File: src/dte_cfg.svh
// Register map, field positions, reset values and timing counts of the timer block.
// Assumes inclusion by bare name from every design file that needs the figures.
`ifndef DTE_CFG_SVH
`define DTE_CFG_SVH

// Number of timer/counter channels
`define DTE_NCH        2

// Register byte offsets on the Avalon-MM slave
`define DTE_OFS_CTRL   5'h00
`define DTE_OFS_CNT0   5'h04
`define DTE_OFS_CNT1   5'h08
`define DTE_OFS_STAT   5'h0c
`define DTE_OFS_MASK   5'h10

// Control field positions inside one channel nibble
`define DTE_CTL_RUN    0
`define DTE_CTL_SRC    1
`define DTE_CTL_GATE   2
`define DTE_CTL_STRIDE 4

// Reset values
`define DTE_RST_BYTE   8'h00
`define DTE_RST_DATA   32'h0000_0000

// Peripheral clock periods in one peripheral cycle
`define DTE_PER_CLKS   6

`endif

File: src/dte_pkg.sv
// Types shared by the timer block files.
// Assumes nothing of its surroundings.
package dte_pkg;
    // Count source of a channel
    typedef enum logic {
        DTE_SRC_TIMER = 1'b0,
        DTE_SRC_PIN   = 1'b1
    } dte_src_t;
    // Read answer sequencer
    typedef enum logic {
        DTE_BUS_IDLE = 1'b0,
        DTE_BUS_RDY  = 1'b1
    } dte_bus_t;
    // One 16-bit count and one count byte
    typedef logic [15:0] dte_cnt_t;
    typedef logic [7:0]  dte_byte_t;
endpackage

File: src/dte_presc.sv
// Peripheral cycle generator: one tick every DIV clocks.
// Assumes MCLK_I is the peripheral clock and runs free.
`timescale 1ns/100ps
`default_nettype none
`include "dte_cfg.svh"

module dte_presc #(
    parameter int DIV = `DTE_PER_CLKS
) (
    input  wire logic clk_i,
    input  wire logic rst_n_i,
    output logic      tick_o
);
    import dte_pkg::*;

    localparam int CW = $clog2(DIV);

    logic [CW-1:0] div_q;   // Position inside the peripheral cycle

    // Divider wraps at DIV-1 so the tick is exactly one clock wide
    always_ff @(posedge clk_i or negedge rst_n_i) begin
        if (!rst_n_i) begin
            div_q <= '0;
        end else if (tick_o) begin
            div_q <= '0;
        end else begin
            div_q <= div_q + 1'b1;
        end
    end

    assign tick_o = (div_q == CW'(DIV - 1));
endmodule
`default_nettype wire

File: src/dte_chan.sv
// One 16-bit timer/event counter channel built from two cascaded bytes.
// Assumes the pins are synchronous to clk_i and tick_i marks peripheral cycles.
`timescale 1ns/100ps
`default_nettype none
`include "dte_cfg.svh"

module dte_chan (
    input  wire logic             clk_i,
    input  wire logic             rst_n_i,
    input  wire logic             tick_i,
    input  wire logic             run_i,
    input  wire dte_pkg::dte_src_t src_i,
    input  wire logic             gate_en_i,
    input  wire logic             gate_pin_i,
    input  wire logic             cnt_pin_i,
    input  wire logic             wr_lo_i,
    input  wire logic             wr_hi_i,
    input  wire dte_pkg::dte_byte_t wbyte_lo_i,
    input  wire dte_pkg::dte_byte_t wbyte_hi_i,
    output dte_pkg::dte_cnt_t     cnt_o,
    output logic                  inc_o,
    output logic                  ovf_o
);
    import dte_pkg::*;

    dte_byte_t lo_q;       // Low count byte
    dte_byte_t hi_q;       // High count byte
    logic      smp_q;      // Count pin level at the previous peripheral cycle
    logic      fall_w;     // High sample followed by low sample
    logic      go_w;       // Run bit, qualified by the gate pin when gating
    logic      carry_w;    // Low byte rolls over

    // Pin sampled once a peripheral cycle; reset low so no false edge
    always_ff @(posedge clk_i or negedge rst_n_i) begin
        if (!rst_n_i) begin
            smp_q <= 1'b0;
        end else if (tick_i) begin
            smp_q <= cnt_pin_i; // [RULE12]
        end
    end

    assign fall_w  = tick_i & smp_q & ~cnt_pin_i; // [RULE12] [RULE3]
    assign go_w    = run_i & (~gate_en_i | gate_pin_i); // [RULE13] [RULE4]
    assign inc_o   = go_w & ((src_i == DTE_SRC_TIMER) ? tick_i : fall_w); // [RULE9] [RULE11]
    assign carry_w = inc_o & (lo_q == 8'hff);

    // Low byte: software preset wins, otherwise count; run rising alone keeps it
    always_ff @(posedge clk_i or negedge rst_n_i) begin
        if (!rst_n_i) begin
            lo_q <= `DTE_RST_BYTE; // [RULE15]
        end else if (wr_lo_i) begin
            lo_q <= wbyte_lo_i;
        end else if (inc_o) begin
            lo_q <= lo_q + 8'h01; // [RULE4] [RULE6]
        end
    end

    // High byte advances on the low byte carry
    always_ff @(posedge clk_i or negedge rst_n_i) begin
        if (!rst_n_i) begin
            hi_q <= `DTE_RST_BYTE; // [RULE15]
        end else if (wr_hi_i) begin
            hi_q <= wbyte_hi_i;
        end else if (carry_w) begin
            hi_q <= hi_q + 8'h01; // [RULE5]
        end
    end

    // A preset in the same cycle cancels the overflow it would replace
    assign ovf_o = carry_w & (hi_q == 8'hff) & ~wr_lo_i & ~wr_hi_i; // [RULE5]
    assign cnt_o = {hi_q, lo_q};
endmodule
`default_nettype wire

File: src/dte_top.sv
// Dual 16-bit timer/event counter with an Avalon-MM register slave.
// Assumes one 250 MHz clock, pins synchronous to it, a well-behaved master.
// Function
// [RULE1] Two independent 16-bit timer/counter channels
// [RULE2] Timer counts interval, then requests interrupt
// [RULE3] Counter counts pin falls, then requests interrupt
// [RULE4] Run bit lets source increment low byte
// [RULE5] Byte carries cascade; high overflow sets flag
// [RULE6] Setting run keeps current count bytes
// [RULE7] Count bytes readable at any time
// [RULE8] Software stops channel before presetting counts
// [RULE9] Source bit picks prescaled clock or pin
// [RULE10] Software stops channel before changing source
// [RULE11] Timer advances once per six clocks
// [RULE12] Pin sampled per cycle; high-low counts
// [RULE13] Gate bit lets gate pin hold counting
// [RULE14] Servicing the interrupt clears overflow flag
// [RULE15] Reset clears counts, run and flag
//
// The Avalon-MM interface to the registers and the address map were decided locally.
`timescale 1ns/100ps
`default_nettype none
`include "dte_cfg.svh"

module dte_top (
    input  wire logic        MCLK_I,
    input  wire logic        RST_N_I,
    input  wire logic [4:0]  AVS_ADDRESS_I,
    input  wire logic        AVS_READ_I,
    input  wire logic        AVS_WRITE_I,
    input  wire logic [31:0] AVS_WRITEDATA_I,
    input  wire logic [3:0]  AVS_BYTEENABLE_I,
    output logic      [31:0] AVS_READDATA_O,
    output logic             AVS_WAITREQUEST_O,
    input  wire logic [1:0]  CNT_PIN_I,
    input  wire logic [1:0]  GATE_PIN_I,
    input  wire logic [1:0]  IRQ_ACK_I,
    output logic      [1:0]  OVF_O,
    output logic             IRQ_O
);
    import dte_pkg::*;

    localparam int NCH = `DTE_NCH;

    // Both channels share one prescaler, so their timer ticks stay in step.
    // The trade: two timers cannot be phase shifted against each other, but
    // the block saves a divider and reads of both counts line up.
    // Presets while running are deterministic here, yet software should not
    // lean on that; it stops a channel before touching its counts.

    // Register state
    logic     [NCH-1:0] run_q;     // Run control bits
    dte_src_t           src_q [NCH]; // Count source selects
    logic     [NCH-1:0] gate_q;    // Gate control bits
    logic     [NCH-1:0] ovf_q;     // Sticky overflow flags
    logic     [NCH-1:0] mask_q;    // Interrupt enables
    dte_bus_t           bus_q;     // Read answer sequencer
    logic     [31:0]    rdata_q;   // Registered read data

    // Channel wiring
    logic               tick_w;    // Peripheral cycle strobe
    dte_cnt_t           cnt_w [NCH]; // Live counts
    logic     [NCH-1:0] inc_w;     // Count strobes
    logic     [NCH-1:0] ovf_w;     // Overflow strobes
    logic     [NCH-1:0] wr_lo_w;   // Low byte preset strobes
    logic     [NCH-1:0] wr_hi_w;   // High byte preset strobes
    logic     [31:0]    rd_mux;    // Read data before the register

    // Word decode, ignoring the byte offset bits
    function automatic logic hit(input logic [4:0] a, input logic [4:0] ofs);
        return a[4:2] == ofs[4:2];
    endfunction

    // Count register of a channel
    function automatic logic [4:0] cnt_ofs(input int ch);
        return (ch == 0) ? `DTE_OFS_CNT0 : `DTE_OFS_CNT1;
    endfunction

    // Bit position of a control field of a channel
    function automatic int fpos(input int ch, input int fld);
        return ch * `DTE_CTL_STRIDE + fld;
    endfunction

    // Shared peripheral cycle strobe for both channels
    dte_presc #(
        .DIV (`DTE_PER_CLKS)
    ) u_presc (
        .clk_i   (MCLK_I),
        .rst_n_i (RST_N_I),
        .tick_o  (tick_w)
    );

    // Count preset strobes; writes never wait
    always_comb begin
        for (int c = 0; c < NCH; c++) begin
            wr_lo_w[c] = AVS_WRITE_I && hit(AVS_ADDRESS_I, cnt_ofs(c)) && AVS_BYTEENABLE_I[0];
            wr_hi_w[c] = AVS_WRITE_I && hit(AVS_ADDRESS_I, cnt_ofs(c)) && AVS_BYTEENABLE_I[1];
        end
    end

    // Each channel owns its own control bits and counts
    for (genvar g = 0; g < NCH; g++) begin : g_ch
        dte_chan u_chan ( // [RULE1]
            .clk_i      (MCLK_I),
            .rst_n_i    (RST_N_I),
            .tick_i     (tick_w),
            .run_i      (run_q[g]),
            .src_i      (src_q[g]),
            .gate_en_i  (gate_q[g]),
            .gate_pin_i (GATE_PIN_I[g]),
            .cnt_pin_i  (CNT_PIN_I[g]),
            .wr_lo_i    (wr_lo_w[g]),
            .wr_hi_i    (wr_hi_w[g]),
            .wbyte_lo_i (AVS_WRITEDATA_I[7:0]),
            .wbyte_hi_i (AVS_WRITEDATA_I[15:8]),
            .cnt_o      (cnt_w[g]),
            .inc_o      (inc_w[g]),
            .ovf_o      (ovf_w[g])
        );
    end

    // Control bits; changing source or gate while running is the user's risk
    always_ff @(posedge MCLK_I or negedge RST_N_I) begin
        if (!RST_N_I) begin
            run_q  <= '0; // [RULE15]
            gate_q <= '0;
            for (int c = 0; c < NCH; c++) begin
                src_q[c] <= DTE_SRC_TIMER;
            end
        end else if (AVS_WRITE_I && hit(AVS_ADDRESS_I, `DTE_OFS_CTRL) && AVS_BYTEENABLE_I[0]) begin
            for (int c = 0; c < NCH; c++) begin
                run_q[c]  <= AVS_WRITEDATA_I[fpos(c, `DTE_CTL_RUN)];
                gate_q[c] <= AVS_WRITEDATA_I[fpos(c, `DTE_CTL_GATE)];
                src_q[c]  <= dte_src_t'(AVS_WRITEDATA_I[fpos(c, `DTE_CTL_SRC)]); // [RULE9]
            end
        end
    end

    // Interrupt enables
    always_ff @(posedge MCLK_I or negedge RST_N_I) begin
        if (!RST_N_I) begin
            mask_q <= '0;
        end else if (AVS_WRITE_I && hit(AVS_ADDRESS_I, `DTE_OFS_MASK) && AVS_BYTEENABLE_I[0]) begin
            mask_q <= AVS_WRITEDATA_I[NCH-1:0];
        end
    end

    // Overflow flags: a new overflow beats a same-cycle clear so none is lost
    always_ff @(posedge MCLK_I or negedge RST_N_I) begin
        if (!RST_N_I) begin
            ovf_q <= '0; // [RULE15]
        end else begin
            for (int c = 0; c < NCH; c++) begin
                if (ovf_w[c]) begin
                    ovf_q[c] <= 1'b1; // [RULE5] [RULE2] [RULE3]
                end else if (IRQ_ACK_I[c]) begin
                    ovf_q[c] <= 1'b0; // [RULE14]
                end else if (AVS_WRITE_I && hit(AVS_ADDRESS_I, `DTE_OFS_STAT)
                             && AVS_BYTEENABLE_I[0] && AVS_WRITEDATA_I[c]) begin
                    ovf_q[c] <= 1'b0;
                end
            end
        end
    end

    // Read multiplexer; unmapped words read as zero
    always_comb begin
        rd_mux = `DTE_RST_DATA;
        if (hit(AVS_ADDRESS_I, `DTE_OFS_CTRL)) begin
            for (int c = 0; c < NCH; c++) begin
                rd_mux[fpos(c, `DTE_CTL_RUN)]  = run_q[c];
                rd_mux[fpos(c, `DTE_CTL_SRC)]  = src_q[c];
                rd_mux[fpos(c, `DTE_CTL_GATE)] = gate_q[c];
            end
        end else if (hit(AVS_ADDRESS_I, `DTE_OFS_STAT)) begin
            rd_mux[NCH-1:0] = ovf_q;
        end else if (hit(AVS_ADDRESS_I, `DTE_OFS_MASK)) begin
            rd_mux[NCH-1:0] = mask_q;
        end else begin
            for (int c = 0; c < NCH; c++) begin
                if (hit(AVS_ADDRESS_I, cnt_ofs(c))) begin
                    rd_mux[15:0] = cnt_w[c]; // [RULE7]
                end
            end
        end
    end

    // Read sequencer: one wait cycle so read data come from a flop
    always_ff @(posedge MCLK_I or negedge RST_N_I) begin
        if (!RST_N_I) begin
            bus_q <= DTE_BUS_IDLE;
        end else begin
            unique case (bus_q)
                DTE_BUS_IDLE: begin
                    if (AVS_READ_I) begin
                        bus_q <= DTE_BUS_RDY;
                    end
                end
                DTE_BUS_RDY: begin
                    bus_q <= DTE_BUS_IDLE;
                end
            endcase
        end
    end

    // Read data captured live, even while counting
    always_ff @(posedge MCLK_I or negedge RST_N_I) begin
        if (!RST_N_I) begin
            rdata_q <= `DTE_RST_DATA;
        end else if (bus_q == DTE_BUS_IDLE && AVS_READ_I) begin
            rdata_q <= rd_mux; // [RULE7]
        end
    end

    assign AVS_READDATA_O    = rdata_q;
    assign AVS_WAITREQUEST_O = AVS_READ_I && (bus_q != DTE_BUS_RDY);
    assign OVF_O             = ovf_q;
    assign IRQ_O             = |(ovf_q & mask_q); // [RULE2] [RULE3]

    for (genvar g = 0; g < NCH; g++) begin : g_chk
        logic wr_any;  // Any preset of this channel
        logic clr_any; // Software clear of this channel's flag
        assign wr_any  = wr_lo_w[g] | wr_hi_w[g];
        assign clr_any = AVS_WRITE_I && hit(AVS_ADDRESS_I, `DTE_OFS_STAT)
                         && AVS_BYTEENABLE_I[0] && AVS_WRITEDATA_I[g];

    end
endmodule
`default_nettype wire

File: config.mk
export PLATFORM = sky130hd
export DESIGN_NAME = dte_top
export DESIGN_NICKNAME = d
export VERILOG_FILES = /design/src/dte_pkg.sv /design/src/dte_presc.sv /design/src/dte_chan.sv /design/src/dte_top.sv
export VERILOG_INCLUDE_DIRS = /design/src
export SDC_FILE = /design/constraint.sdc
export NUM_CORES = 1
export LEC_CHECK = 0
export BUFFER_PORTS_ARGS = -buffer_cell sky130_fd_sc_hd__buf_2
export CAP_MARGIN = 10
export CORE_ASPECT_RATIO = 0.75
export CORE_MARGIN = 10
export CORE_UTILIZATION = 57
export CTS_CLUSTER_SIZE = 25
export DETAILED_ROUTE_END_ITERATION = 8
export PLACE_DENSITY = 0.81
export SYNTH_ARGS = -nofsm -noshare
export SYNTH_HDL_FRONTEND = slang
export SYNTH_SLANG_ARGS = --single-unit
File: constraint.sdc
create_clock -name MCLK_I -period 4.49 [get_ports MCLK_I]
set_input_delay 0.6735 -clock MCLK_I [delete_from_list [all_inputs] [get_ports MCLK_I]]
set_output_delay 0.6735 -clock MCLK_I [all_outputs]
set_load 0.05 [all_outputs]
==> results_dict.tcl, run 1 <==
set metrics [dict create \
    drive_gt1_share_pct 19.3 \
    grt_pass1_wl_um 13500 \
    synth_top_family_by_area "simple AND/OR/NAND/NOR gates" \
    cts_resized 0 \
    synth_warnings 0 \
    route.detailed.drc 0 \
    cp-end-kind "flop" \
    syn_inst 372 \
    slew-limit-headroom_pct 26.0 \
    path_cells "buf_2, nor2b_1, nand2_1, nor2_1, a21oi_1" \
    setup_ws_ns 1.91 \
    cts-hold-fix-buffers 0 \
    status "complete, no violations" \
    hold_violations 0 \
    grt_pass1_vias 2747 \
    synth.area.mux_share_pct 5.21 \
    netlist_area_um2 3460 \
    globalRoute.totalOverflow 0 \
    drt_pass1_iterations 5 \
    slowest_delay_ns 0.91 \
    dpl.cell_count 486 \
    dieHeight_um 87.5 \
    cts_buffers 9 \
    num_rows 24 \
    postCtsSetupBuffers 0 \
    initial_core_util_pct 59.1 \
    grt_max_degree 65 \
    tightest_slew_ns 1.11 \
    antenna_found_initial 0 \
    critical_path_required_ns 4.69 \
    dp_hpwl_um 6210 \
    fin_setup_tns_ns 0 \
    synthArstFlopShare_pct 100 \
    seq_area_frac_synth_pct 46.3 \
    fill_cells 478 \
    synth_most_common_cell "dfrtp_1" \
    vias_per_cell 5.75 \
    num_vias 2886 \
    yosysTopAreaCell "dfrtp_1" \
    critPathArrivalTime_ns 2.78 \
    drtIter0Drc 311 \
    portBuffers 50 \
    cp_top_family "simple AND/OR/NAND/NOR gates" \
    worstSkewPairLatency_ns 0.35 \
    final.setup_skew_ns 0.00800 \
    synthAdderAreaFrac_pct 1.45 \
    finalPower_mw 1.92 \
    multiInputGateArea_um2 1700 \
    synth-edff-count 0 \
    die_x_um 110 \
    ys_top_cells_by_count "dfrtp_1 (64), nand2_1 (43), nor2_1 (35)" \
    path_clk_slew_ns 0.07 \
    place.gp.congestion 0.923 \
    ant_nets 0 \
    regArea_um2 1600 \
    setup_viol 0 \
    core_area_um2 5860 \
    cts_tree "built" \
    synth_top_area_share_pct 46.3 \
    wl_per_cell_um 17.0 \
    synth_cell_types 45 \
    rsz0062_at_grt "false" \
    fin_util_pct 66.7 \
    max_freq_mhz 388 \
    h-tree-depth 3 \
    synth_flop_cell "dfrtp_1" \
    min_period_ns 2.58 \
    detailed_place.area_um2 3690 \
    cts-root-buf "clkbuf_8" \
    p_leak_nw 1.74 \
    finalNonFillerCells 502 \
    synth_xor_xnor_area_share_pct 6.58 \
    syn2layout_area_growth_pct 12.9 \
    slew_viol_final 0 \
    avgSynthCellArea_um2 9.30 \
    routed_wl_um 8550 \
    vdd_drop_max_uv 220 \
    ios 87 \
    grt_util_all_layers_pct 17.9 \
    cp_max_fo 17 \
    antenna_cells 0 \
    ys_ff_latch 64 \
    critPathBufInv 1 \
    die-area_um2 9620 \
    synth_compound_area_share_pct 13.8 \
    path_class "in -> reg" \
    crit_path_start_kind "input pin" \
    cp_slowest_cell "nor2b_1" \
    pre_cts_slack_ns 1.64 \
    fin_crit_sh_pct 57.4 \
    clock_sinks 64 \
    powerDensity_nw_per_um2 492 \
    nets 474 \
    max_cap_viol_count 0 \
    finalInstanceArea_um2 3910 \
    worst_hold_slack_ns 0.477 \
    cts_max_path_buffers 2 \
    synth-simple-area-share_pct 20.3 \
    ys_top_cells_by_area "dfrtp_1 (46%), nand2_1 (4.7%), a21oi_1 (4.2%)" \
    hold_path.class "in -> async" \
]
worst reg2reg max path, cell delays in order, from the launching register on:
cell      delay (ns)
dfrtp_1         0.40
and3b_2         0.32
o2111a_1        0.53
nand3_2         0.25
or3_1           0.39
a31oi_1         0.18
path summary, 6_finish.rpt:
| path | from | to | slack [ns] | cells past startpoint |
|---|---|---|---|---|
| max in group asynchronous | RST_N_I | g_ch[1].u_chan.hi_q[3] | 3.47 | 2 |
| worst min register to register | AVS_READDATA_O[9] | AVS_READDATA_O[9] | 0.48 | 2 |
| worst max register to register | u_presc.div_q[1] | g_ch[0].u_chan.hi_q[4] | 2.35 | 5 |
| worst min-delay path | RST_N_I | AVS_READDATA_O[0] | 0.48 | 2 |
| worst max-delay path | AVS_ADDRESS_I[2] | g_ch[0].u_chan.lo_q[7] | 1.91 | 5 |
| min in group MCLK_I | AVS_READDATA_O[9] | AVS_READDATA_O[9] | 0.48 | 2 |
sequential cells by signal, indices dropped and copies added (netlist names), 2 cells and up:
signal / flops
AVS_READDATA_O: 16
g_ch.u_chan.hi_q: 16
g_ch.u_chan.lo_q: 16
u_presc.div_q: 3
OVF_O: 2
g_ch.u_chan.smp_q: 2
gate_q: 2
mask_q: 2
run_q: 2
src_q: 2
power by group:
part | switching [mW] | internal (mW) | leakage, nW
Clock | 0.235 | 0.313 | 0.110
Combinational | 0.317 | 0.188 | 0.839
Sequential | 0.160 | 0.710 | 0.788
Total | 0.713 | 1.21 | 1.74
cell usage in the layout (no fill, tap or decap), types with 9 or more instances in the layout:
cell type and instances:
a21oi_1 29, a22oi_1 10, buf_2 50, clkbuf_8 9
conb_1 16, dfrtp_1 64, inv_1 9, mux2i_1 9
nand2_1 43, nand3_1 10, nand4_1 11, nor2_1 35
o21ai_0 27, xnor2_1 14, xor2_1 12
cell type report:
class                   instances  share of cell area [%]
multi-input cells             284                    43.5
clock buffers                   9                    3.17
clock inverters                 7                    2.43
repair buffers                 51                    6.60
flip-flops and latches         64                    41.0
inverters                       9                   0.865
well taps                      78                    2.50
per-layer routing:
metal	share of wire (%)	up-vias	track usage, %
met5	0	-	0
met4	0.96	0	3.89
met3	11	10	6.95
met1	45	1376	24.7
met2	43	134	25.9
li1	-	1366	-
cells by family after synthesis:
kind of cell,Yosys count
AOI/OAI and AO/OA,80
xor gates and xnor gates,26
adders and majority gates,4
buffers and inverters,39
DFF,64
muxes,17
other,1
and+or+nand+nor,141
Note: power is estimated with default switching activity, not from simulation.
==> run 2, diff against run 1 <==
--- a/config.mk
+++ b/config.mk
@@ -6,14 +6,15 @@
 export SDC_FILE = /design/constraint.sdc
 export NUM_CORES = 1
 export LEC_CHECK = 0
+export ABC_AREA = 1
 export BUFFER_PORTS_ARGS = -buffer_cell sky130_fd_sc_hd__buf_2
 export CAP_MARGIN = 10
 export CORE_ASPECT_RATIO = 0.75
 export CORE_MARGIN = 10
-export CORE_UTILIZATION = 57
+export CORE_UTILIZATION = 55
 export CTS_CLUSTER_SIZE = 25
 export DETAILED_ROUTE_END_ITERATION = 8
-export PLACE_DENSITY = 0.81
+export PLACE_DENSITY = 0.76
 export SYNTH_ARGS = -nofsm -noshare
 export SYNTH_HDL_FRONTEND = slang
 export SYNTH_SLANG_ARGS = --single-unit
==> constraint.sdc (replaced) <==
create_clock -name MCLK_I -period 2.61 [get_ports MCLK_I]
set_input_delay 0.3915 -clock MCLK_I [delete_from_list [all_inputs] [get_ports MCLK_I]]
set_output_delay 0.3915 -clock MCLK_I [all_outputs]
set_load 0.05 [all_outputs]
==> run 2 against run 1 <==
Against the previous run:
- via count grew 35%
- first-iteration DRC count grew 51%
- core utilization is 1.1 points lower
- total power rose by 75%
- register-to-register slack worse by 1.4 ns
- largest power group unchanged
- die area is 16% higher
- highest routed layer unchanged
- sequential power increased by 67%
- clock power up 100%
- sequential cell count did not move
- combinational power increased by 63%
- synthesized cell count rose by 53%
- global-route usage rose by 2.5 points
==> results_dict.tcl, run 2 <==
set metrics [dict create \
    status "complete, no violations" \
    wl_per_cell_um 15.4 \
    fin_crit_sh_pct 67.0 \
    antenna_found_initial 0 \
    cts_max_path_buffers 2 \
    netlist_area_um2 4040 \
    synth_cell_types 37 \
    powerDensity_nw_per_um2 739 \
    die-area_um2 11200 \
    startpoint "bus_q" \
    grt_pass1_wl_um 18400 \
    grt_max_degree 37 \
    fin_setup_tns_ns 0 \
    path_class "reg -> out" \
    seq_area_frac_synth_pct 39.7 \
    combPwrFrac_pct 24.4 \
    p_leak_nw 2.46 \
    slew-limit-headroom_pct 53.5 \
    synth_warnings 0 \
    fill_cells 657 \
    synth-edff-count 0 \
    cp_slowest_cell "dfrtp_1" \
    vdd_drop_max_uv 440 \
    worstSkewPairLatency_ns 0.36 \
    rsz0062_at_grt "false" \
    syn2layout_area_growth_pct 13.1 \
    drive_gt1_share_pct 15.4 \
    globalRoute.totalOverflow 0 \
    ys_ff_latch 64 \
    reg2reg_from "bus_q" \
    synth_most_common_cell "nand2_1" \
    dieHeight_um 94.2 \
    routed_wl_um 11100 \
    clock_sinks 64 \
    dp_hpwl_um 8570 \
    grt_pass1_vias 3665 \
    final.setup_skew_ns 0.00402 \
    setup_viol 0 \
    antenna_cells 0 \
    max_cap_viol_count 0 \
    synthArstFlopShare_pct 100 \
    avgSynthCellArea_um2 7.08 \
    critPathBufInv 2 \
    die_x_um 119 \
    finalPower_mw 3.37 \
    cts_tree "built" \
    crit_path_start_kind "flop" \
    switchingPower_mw 1.25 \
    power.share.clock_pct 32.5 \
    tightest_slew_ns 0.698 \
    cp_top_family "buffers and inverters" \
    multiInputGateArea_um2 2070 \
    initial_core_util_pct 58.0 \
    regArea_um2 1600 \
    core_area_um2 6960 \
    portBuffers 50 \
    min_period_ns 1.75 \
    slowest_delay_ns 0.38 \
    place.gp.congestion 0.949 \
    ys_top_cells_by_area "dfrtp_1 (40%), nand2_1 (20%), nand3_1 (7.6%)" \
    route.detailed.drc 0 \
    cts-hold-fix-buffers 0 \
    synth_flop_cell "dfrtp_1" \
    grt_util_all_layers_pct 20.4 \
    num_vias 3903 \
    yosysTopAreaCell "dfrtp_1" \
    vias_per_cell 5.38 \
    slew_viol_final 0 \
    cts-root-buf "clkbuf_8" \
    path_clk_slew_ns 0.08 \
    synth_top_area_share_pct 39.7 \
    p_int_mw 2.12 \
    critical_path_required_ns 2.22 \
    hold_violations 0 \
    postCtsSetupBuffers 0 \
    drtIter0Drc 471 \
    cp_max_fo 16 \
    num_rows 26 \
    ios 87 \
    drt_pass1_iterations 6 \
    ys_top_cells_by_count "nand2_1 (219), dfrtp_1 (64), nand3_1 (61)" \
    seqPwrFrac_pct 43.1 \
    nets 678 \
    final_common_cell "nand2_1" \
    ant_nets 0 \
    hold_path.class "in -> async" \
    path_cells "nor2_2, buf_4, buf_2" \
    cp-end-kind "primary output" \
    syn_inst 570 \
    switching_share_pct 37.2 \
    h-tree-depth 3 \
    cts_buffers 9 \
    cts_resized 0 \
    critPathArrivalTime_ns 1.36 \
    final_cell_mix "nand2_1 (219), dfrtp_1 (64), nand3_1 (61)" \
    max_freq_mhz 572 \
]
run 2: worst paths after layout:
check / cells past startpoint / slack [ns] / endpoint
max: 3 / 0.86 / AVS_WAITREQUEST_O
min: 1 / 0.08 / g_ch[1].u_chan.lo_q[4]
max in group asynchronous: 2 / 1.91 / AVS_READDATA_O[13]
max reg2reg: 5 / 0.91 / AVS_READDATA_O[6]
min reg2reg: 2 / 0.48 / AVS_READDATA_O[11]
min in group MCLK_I: 3 / 0.26 / g_ch[1].u_chan.lo_q[5]
run 2: power groups by stage:
stage	Clock [mW]	Sequential (mW)	Combinational [mW]
after floorplan	0	1.45	0.578
after global placement	0	1.45	0.778
after detailed placement	0	1.46	0.812
after CTS	1.10	1.44	0.819
after global routing	1.15	1.49	0.929
final	1.10	1.45	0.823
run 2: cell families (layout without fill, tap and decap cells):
group	after synthesis	count (layout)	synth area share [%]
compound gates	69	69	9.52
xor+xnor	7	7	1.52
fa+ha+maj	4	4	1.24
buf+inv	89	132	10.5
flops	64	64	39.7
other cells	1	16	0.0929
simple gates	336	336	37.5
run 2: routing by layer:
layer  vias to the layer above  track usage (%)  wire [um]
li1                       1899                -          -
met1                      1791             27.2       5110
met2                       201             30.2       4580
met3                        12             7.93       1310
met4                         0             5.07        138
met5                         -                0          0
run 2: layout make-up:
cell class | instances | share of cell area (%)
Clock inverter | 6 | 2.52
Timing Repair Buffer | 52 | 6.08
Sequential cell | 64 | 35.1
Clock buffer | 10 | 3.01
Inverter | 64 | 5.32
Tap cell | 98 | 2.69
Multi-Input combinational cell | 432 | 45.3
run 2: per-stage QoR:
step / hold slack (ns) / setup WS, ns / instance area, um2 / util, % / cells
2_1_floorplan: 0.0959 / 0.992 / 4090 / - / 585
3_3_place_gp: 0.462 / 0.852 / 4310 / 62.0 / 710
3_5_place_dp: 0.461 / 0.806 / 4310 / 62.0 / 710
4_1_cts: 0.111 / 0.859 / 4570 / 65.6 / 726
5_1_grt: 0.132 / 0.677 / 4570 / 65.6 / 726
6_report: 0.0782 / 0.862 / 4570 / 65.6 / 726
==> run 3, diff against run 2 <==
--- a/config.mk
+++ b/config.mk
@@ -6,12 +6,12 @@
 export SDC_FILE = /design/constraint.sdc
 export NUM_CORES = 1
 export LEC_CHECK = 0
-export ABC_AREA = 1
+export ABC_AREA = 0
 export BUFFER_PORTS_ARGS = -buffer_cell sky130_fd_sc_hd__buf_2
 export CAP_MARGIN = 10
 export CORE_ASPECT_RATIO = 0.75
 export CORE_MARGIN = 10
-export CORE_UTILIZATION = 55
+export CORE_UTILIZATION = 53
 export CTS_CLUSTER_SIZE = 25
 export DETAILED_ROUTE_END_ITERATION = 8
 export PLACE_DENSITY = 0.76
==> constraint.sdc (replaced) <==
create_clock -name MCLK_I -period 1.7 [get_ports MCLK_I]
set_input_delay 0.255 -clock MCLK_I [delete_from_list [all_inputs] [get_ports MCLK_I]]
set_output_delay 0.255 -clock MCLK_I [all_outputs]
set_load 0.05 [all_outputs]
==> run 3 against run 2 <==
Against the previous run:
- the flow now finishes with violations (negative setup slack)
- routed wire length down 19%
- hold slack better by 0.060 ns
- sequential cell count unchanged
- final cell count down 26%
- clock skew up 0.0048 ns
- non-clock buffer count up 32
- via count down 24%
- design area down 6.7%
- critical path depth up 3
- critical endpoint is now g_ch[1].u_chan.lo_q[7]
- largest cell class unchanged
==> results_dict.tcl, run 3 (synthesized netlist as in run 1, its figures left out) <==
set metrics [dict create \
    place.gp.congestion 0.901 \
    path_class "reg -> reg" \
    num_vias 2966 \
    drtIter0Drc 188 \
    nets 507 \
    pre_cts_slack_ns -0.0383 \
    multiInputGateArea_um2 1750 \
    antenna_found_initial 0 \
    power.share.clock_pct 27.7 \
    grt_max_degree 65 \
    vdd_drop_max_uv 560 \
    finalInstanceArea_um2 4260 \
    detailed_place.area_um2 3940 \
    die_x_um 113 \
    slew-limit-headroom_pct 61.0 \
    hold_violations 0 \
    initial_core_util_pct 54.8 \
    cts-root-buf "clkbuf_8" \
    r2r_cells 6 \
    max_freq_mhz 586 \
    num_rows 25 \
    holdPathStages 3 \
    grt_pass1_wl_um 15100 \
    cp_max_fo 8 \
    finalPower_mw 5.37 \
    worstSkewPairLatency_ns 0.35 \
    switching_share_pct 36.7 \
    clock_sinks 64 \
    die-area_um2 10200 \
    drt_pass1_iterations 7 \
    grt_pass1_vias 3020 \
    ios 87 \
    h-tree-depth 3 \
    violations "negative setup slack" \
    cts_max_path_buffers 2 \
    antenna_cells 0 \
    rsz0062_at_grt "true" \
    dp_hpwl_um 6670 \
    seqPwrFrac_pct 40.9 \
    setup_ws_ns -0.00718 \
    crit_path_start_kind "flop" \
    switchingPower_mw 1.97 \
    core_area_um2 6320 \
    p_leak_nw 1.92 \
    fill_cells 507 \
    portBuffers 50 \
    drive_gt1_share_pct 26.7 \
    final_cell_mix "dfrtp_1 (64), buf_2 (50), nand2_1 (42)" \
    critPathArrivalTime_ns 1.91 \
    route.detailed.drc 0 \
    syn2layout_area_growth_pct 23.0 \
    regArea_um2 1600 \
    slew_viol_final 0 \
    globalRoute.totalOverflow 0 \
    status "finished, violations left" \
    min_period_ns 1.71 \
    setup_viol 1 \
    final_common_cell "dfrtp_1" \
    fin_setup_tns_ns -0.00718 \
    p_int_mw 3.40 \
    combPwrFrac_pct 31.4 \
    max_cap_viol_count 0 \
    final.setup_skew_ns 0.00881 \
    tightest_slew_ns 0.584 \
    fin_util_pct 67.4 \
    cts_tree "built" \
    fin_crit_sh_pct 100 \
    cp-end-kind "flop" \
    wl_per_cell_um 16.7 \
    grt_util_all_layers_pct 18.0 \
    path_clk_slew_ns 0.07 \
    hold_path.class "in -> reg" \
    routed_wl_um 9010 \
    ant_nets 0 \
    cts_buffers 9 \
    dieHeight_um 90.0 \
    powerDensity_nw_per_um2 1260 \
    critical_path_required_ns 1.90 \
    vias_per_cell 5.51 \
]
## run 3: cell count changes in the layout (fill, tap and decap cells not counted), sizes merged, moves of 7 or more
cell	change
mux2i	+9
inv	-54
o21ai	-18
nand3	-53
and3	+8
mux2	+8
xnor2	+13
o22ai	-7
buf	+31
a21oi	+24
nand2	-184
a22oi	+8
## run 3: critical path: stages (launching register included)
cell,delay (ns)
dfrtp_1,0.39
and3b_2,0.30
o2111ai_4,0.20
buf_4,0.22
nor3_1,0.22
xnor2_1,0.15
a21oi_1,0.08
## run 3: timing repair
item,in CTS,in global routing
gates cloned,0,1
buffers inserted,1,0
hold endpoints to repair,64,0
resized for setup,4,13
setup endpoints to repair,7,21
hold buffers,1,0
pin swaps,1,10
## run 3: per-layer routing
| layer | up-vias | wire length [um] | GRT usage [%] |
|---|---|---|---|
| met3 | 7 | 1010 | 7.17 |
| met5 | - | 0 | 0 |
| met1 | 1394 | 3990 | 23.8 |
| met2 | 132 | 3950 | 26.9 |
| met4 | 0 | 64 | 4.22 |
| li1 | 1433 | - | - |
## run 3: through the flow
| stage | hold slack [ns] | instances |
|---|---|---|
| floorplan | -0.0406 | 387 |
| global placement | 0.294 | 519 |
| detailed placement | 0.291 | 519 |
| CTS | 0.129 | 537 |
| global route | 0.151 | 538 |
| finish | 0.138 | 538 |
## run 3: final cells by class
cell class	count	area share (%)
clock buffers	10	3.23
multi-input cells	284	41.2
flip-flops and latches	64	37.6
inverters	9	0.793
well taps	81	2.38
clock inverters	6	2.12
repair buffers	84	12.7
## run 3: worst paths after layout
kind / startpoint / end / slack, ns
worst max-delay path: u_presc.div_q[1] / g_ch[1].u_chan.lo_q[7] / -0.007
min in group asynchronous: RST_N_I / AVS_READDATA_O[0] / 0.44
max in group asynchronous: RST_N_I / g_ch[1].u_chan.hi_q[5] / 0.97
worst max register to register: u_presc.div_q[1] / g_ch[1].u_chan.lo_q[7] / -0.007
worst min register to register: AVS_READDATA_O[13] / AVS_READDATA_O[13] / 0.47
worst min-delay path: AVS_WRITEDATA_I[12] / g_ch[1].u_chan.hi_q[4] / 0.14
## run 3: power groups by stage
stage          logic, mW  registers (mW)  clock network (mW)
2_1_floorplan      0.844            2.38                   0
3_3_place_gp        1.55            2.19                   0
3_5_place_dp        1.60            2.21                   0
4_1_cts             1.63            2.19                1.51
5_1_grt             1.85            2.24                1.58
6_report            1.69            2.20                1.49
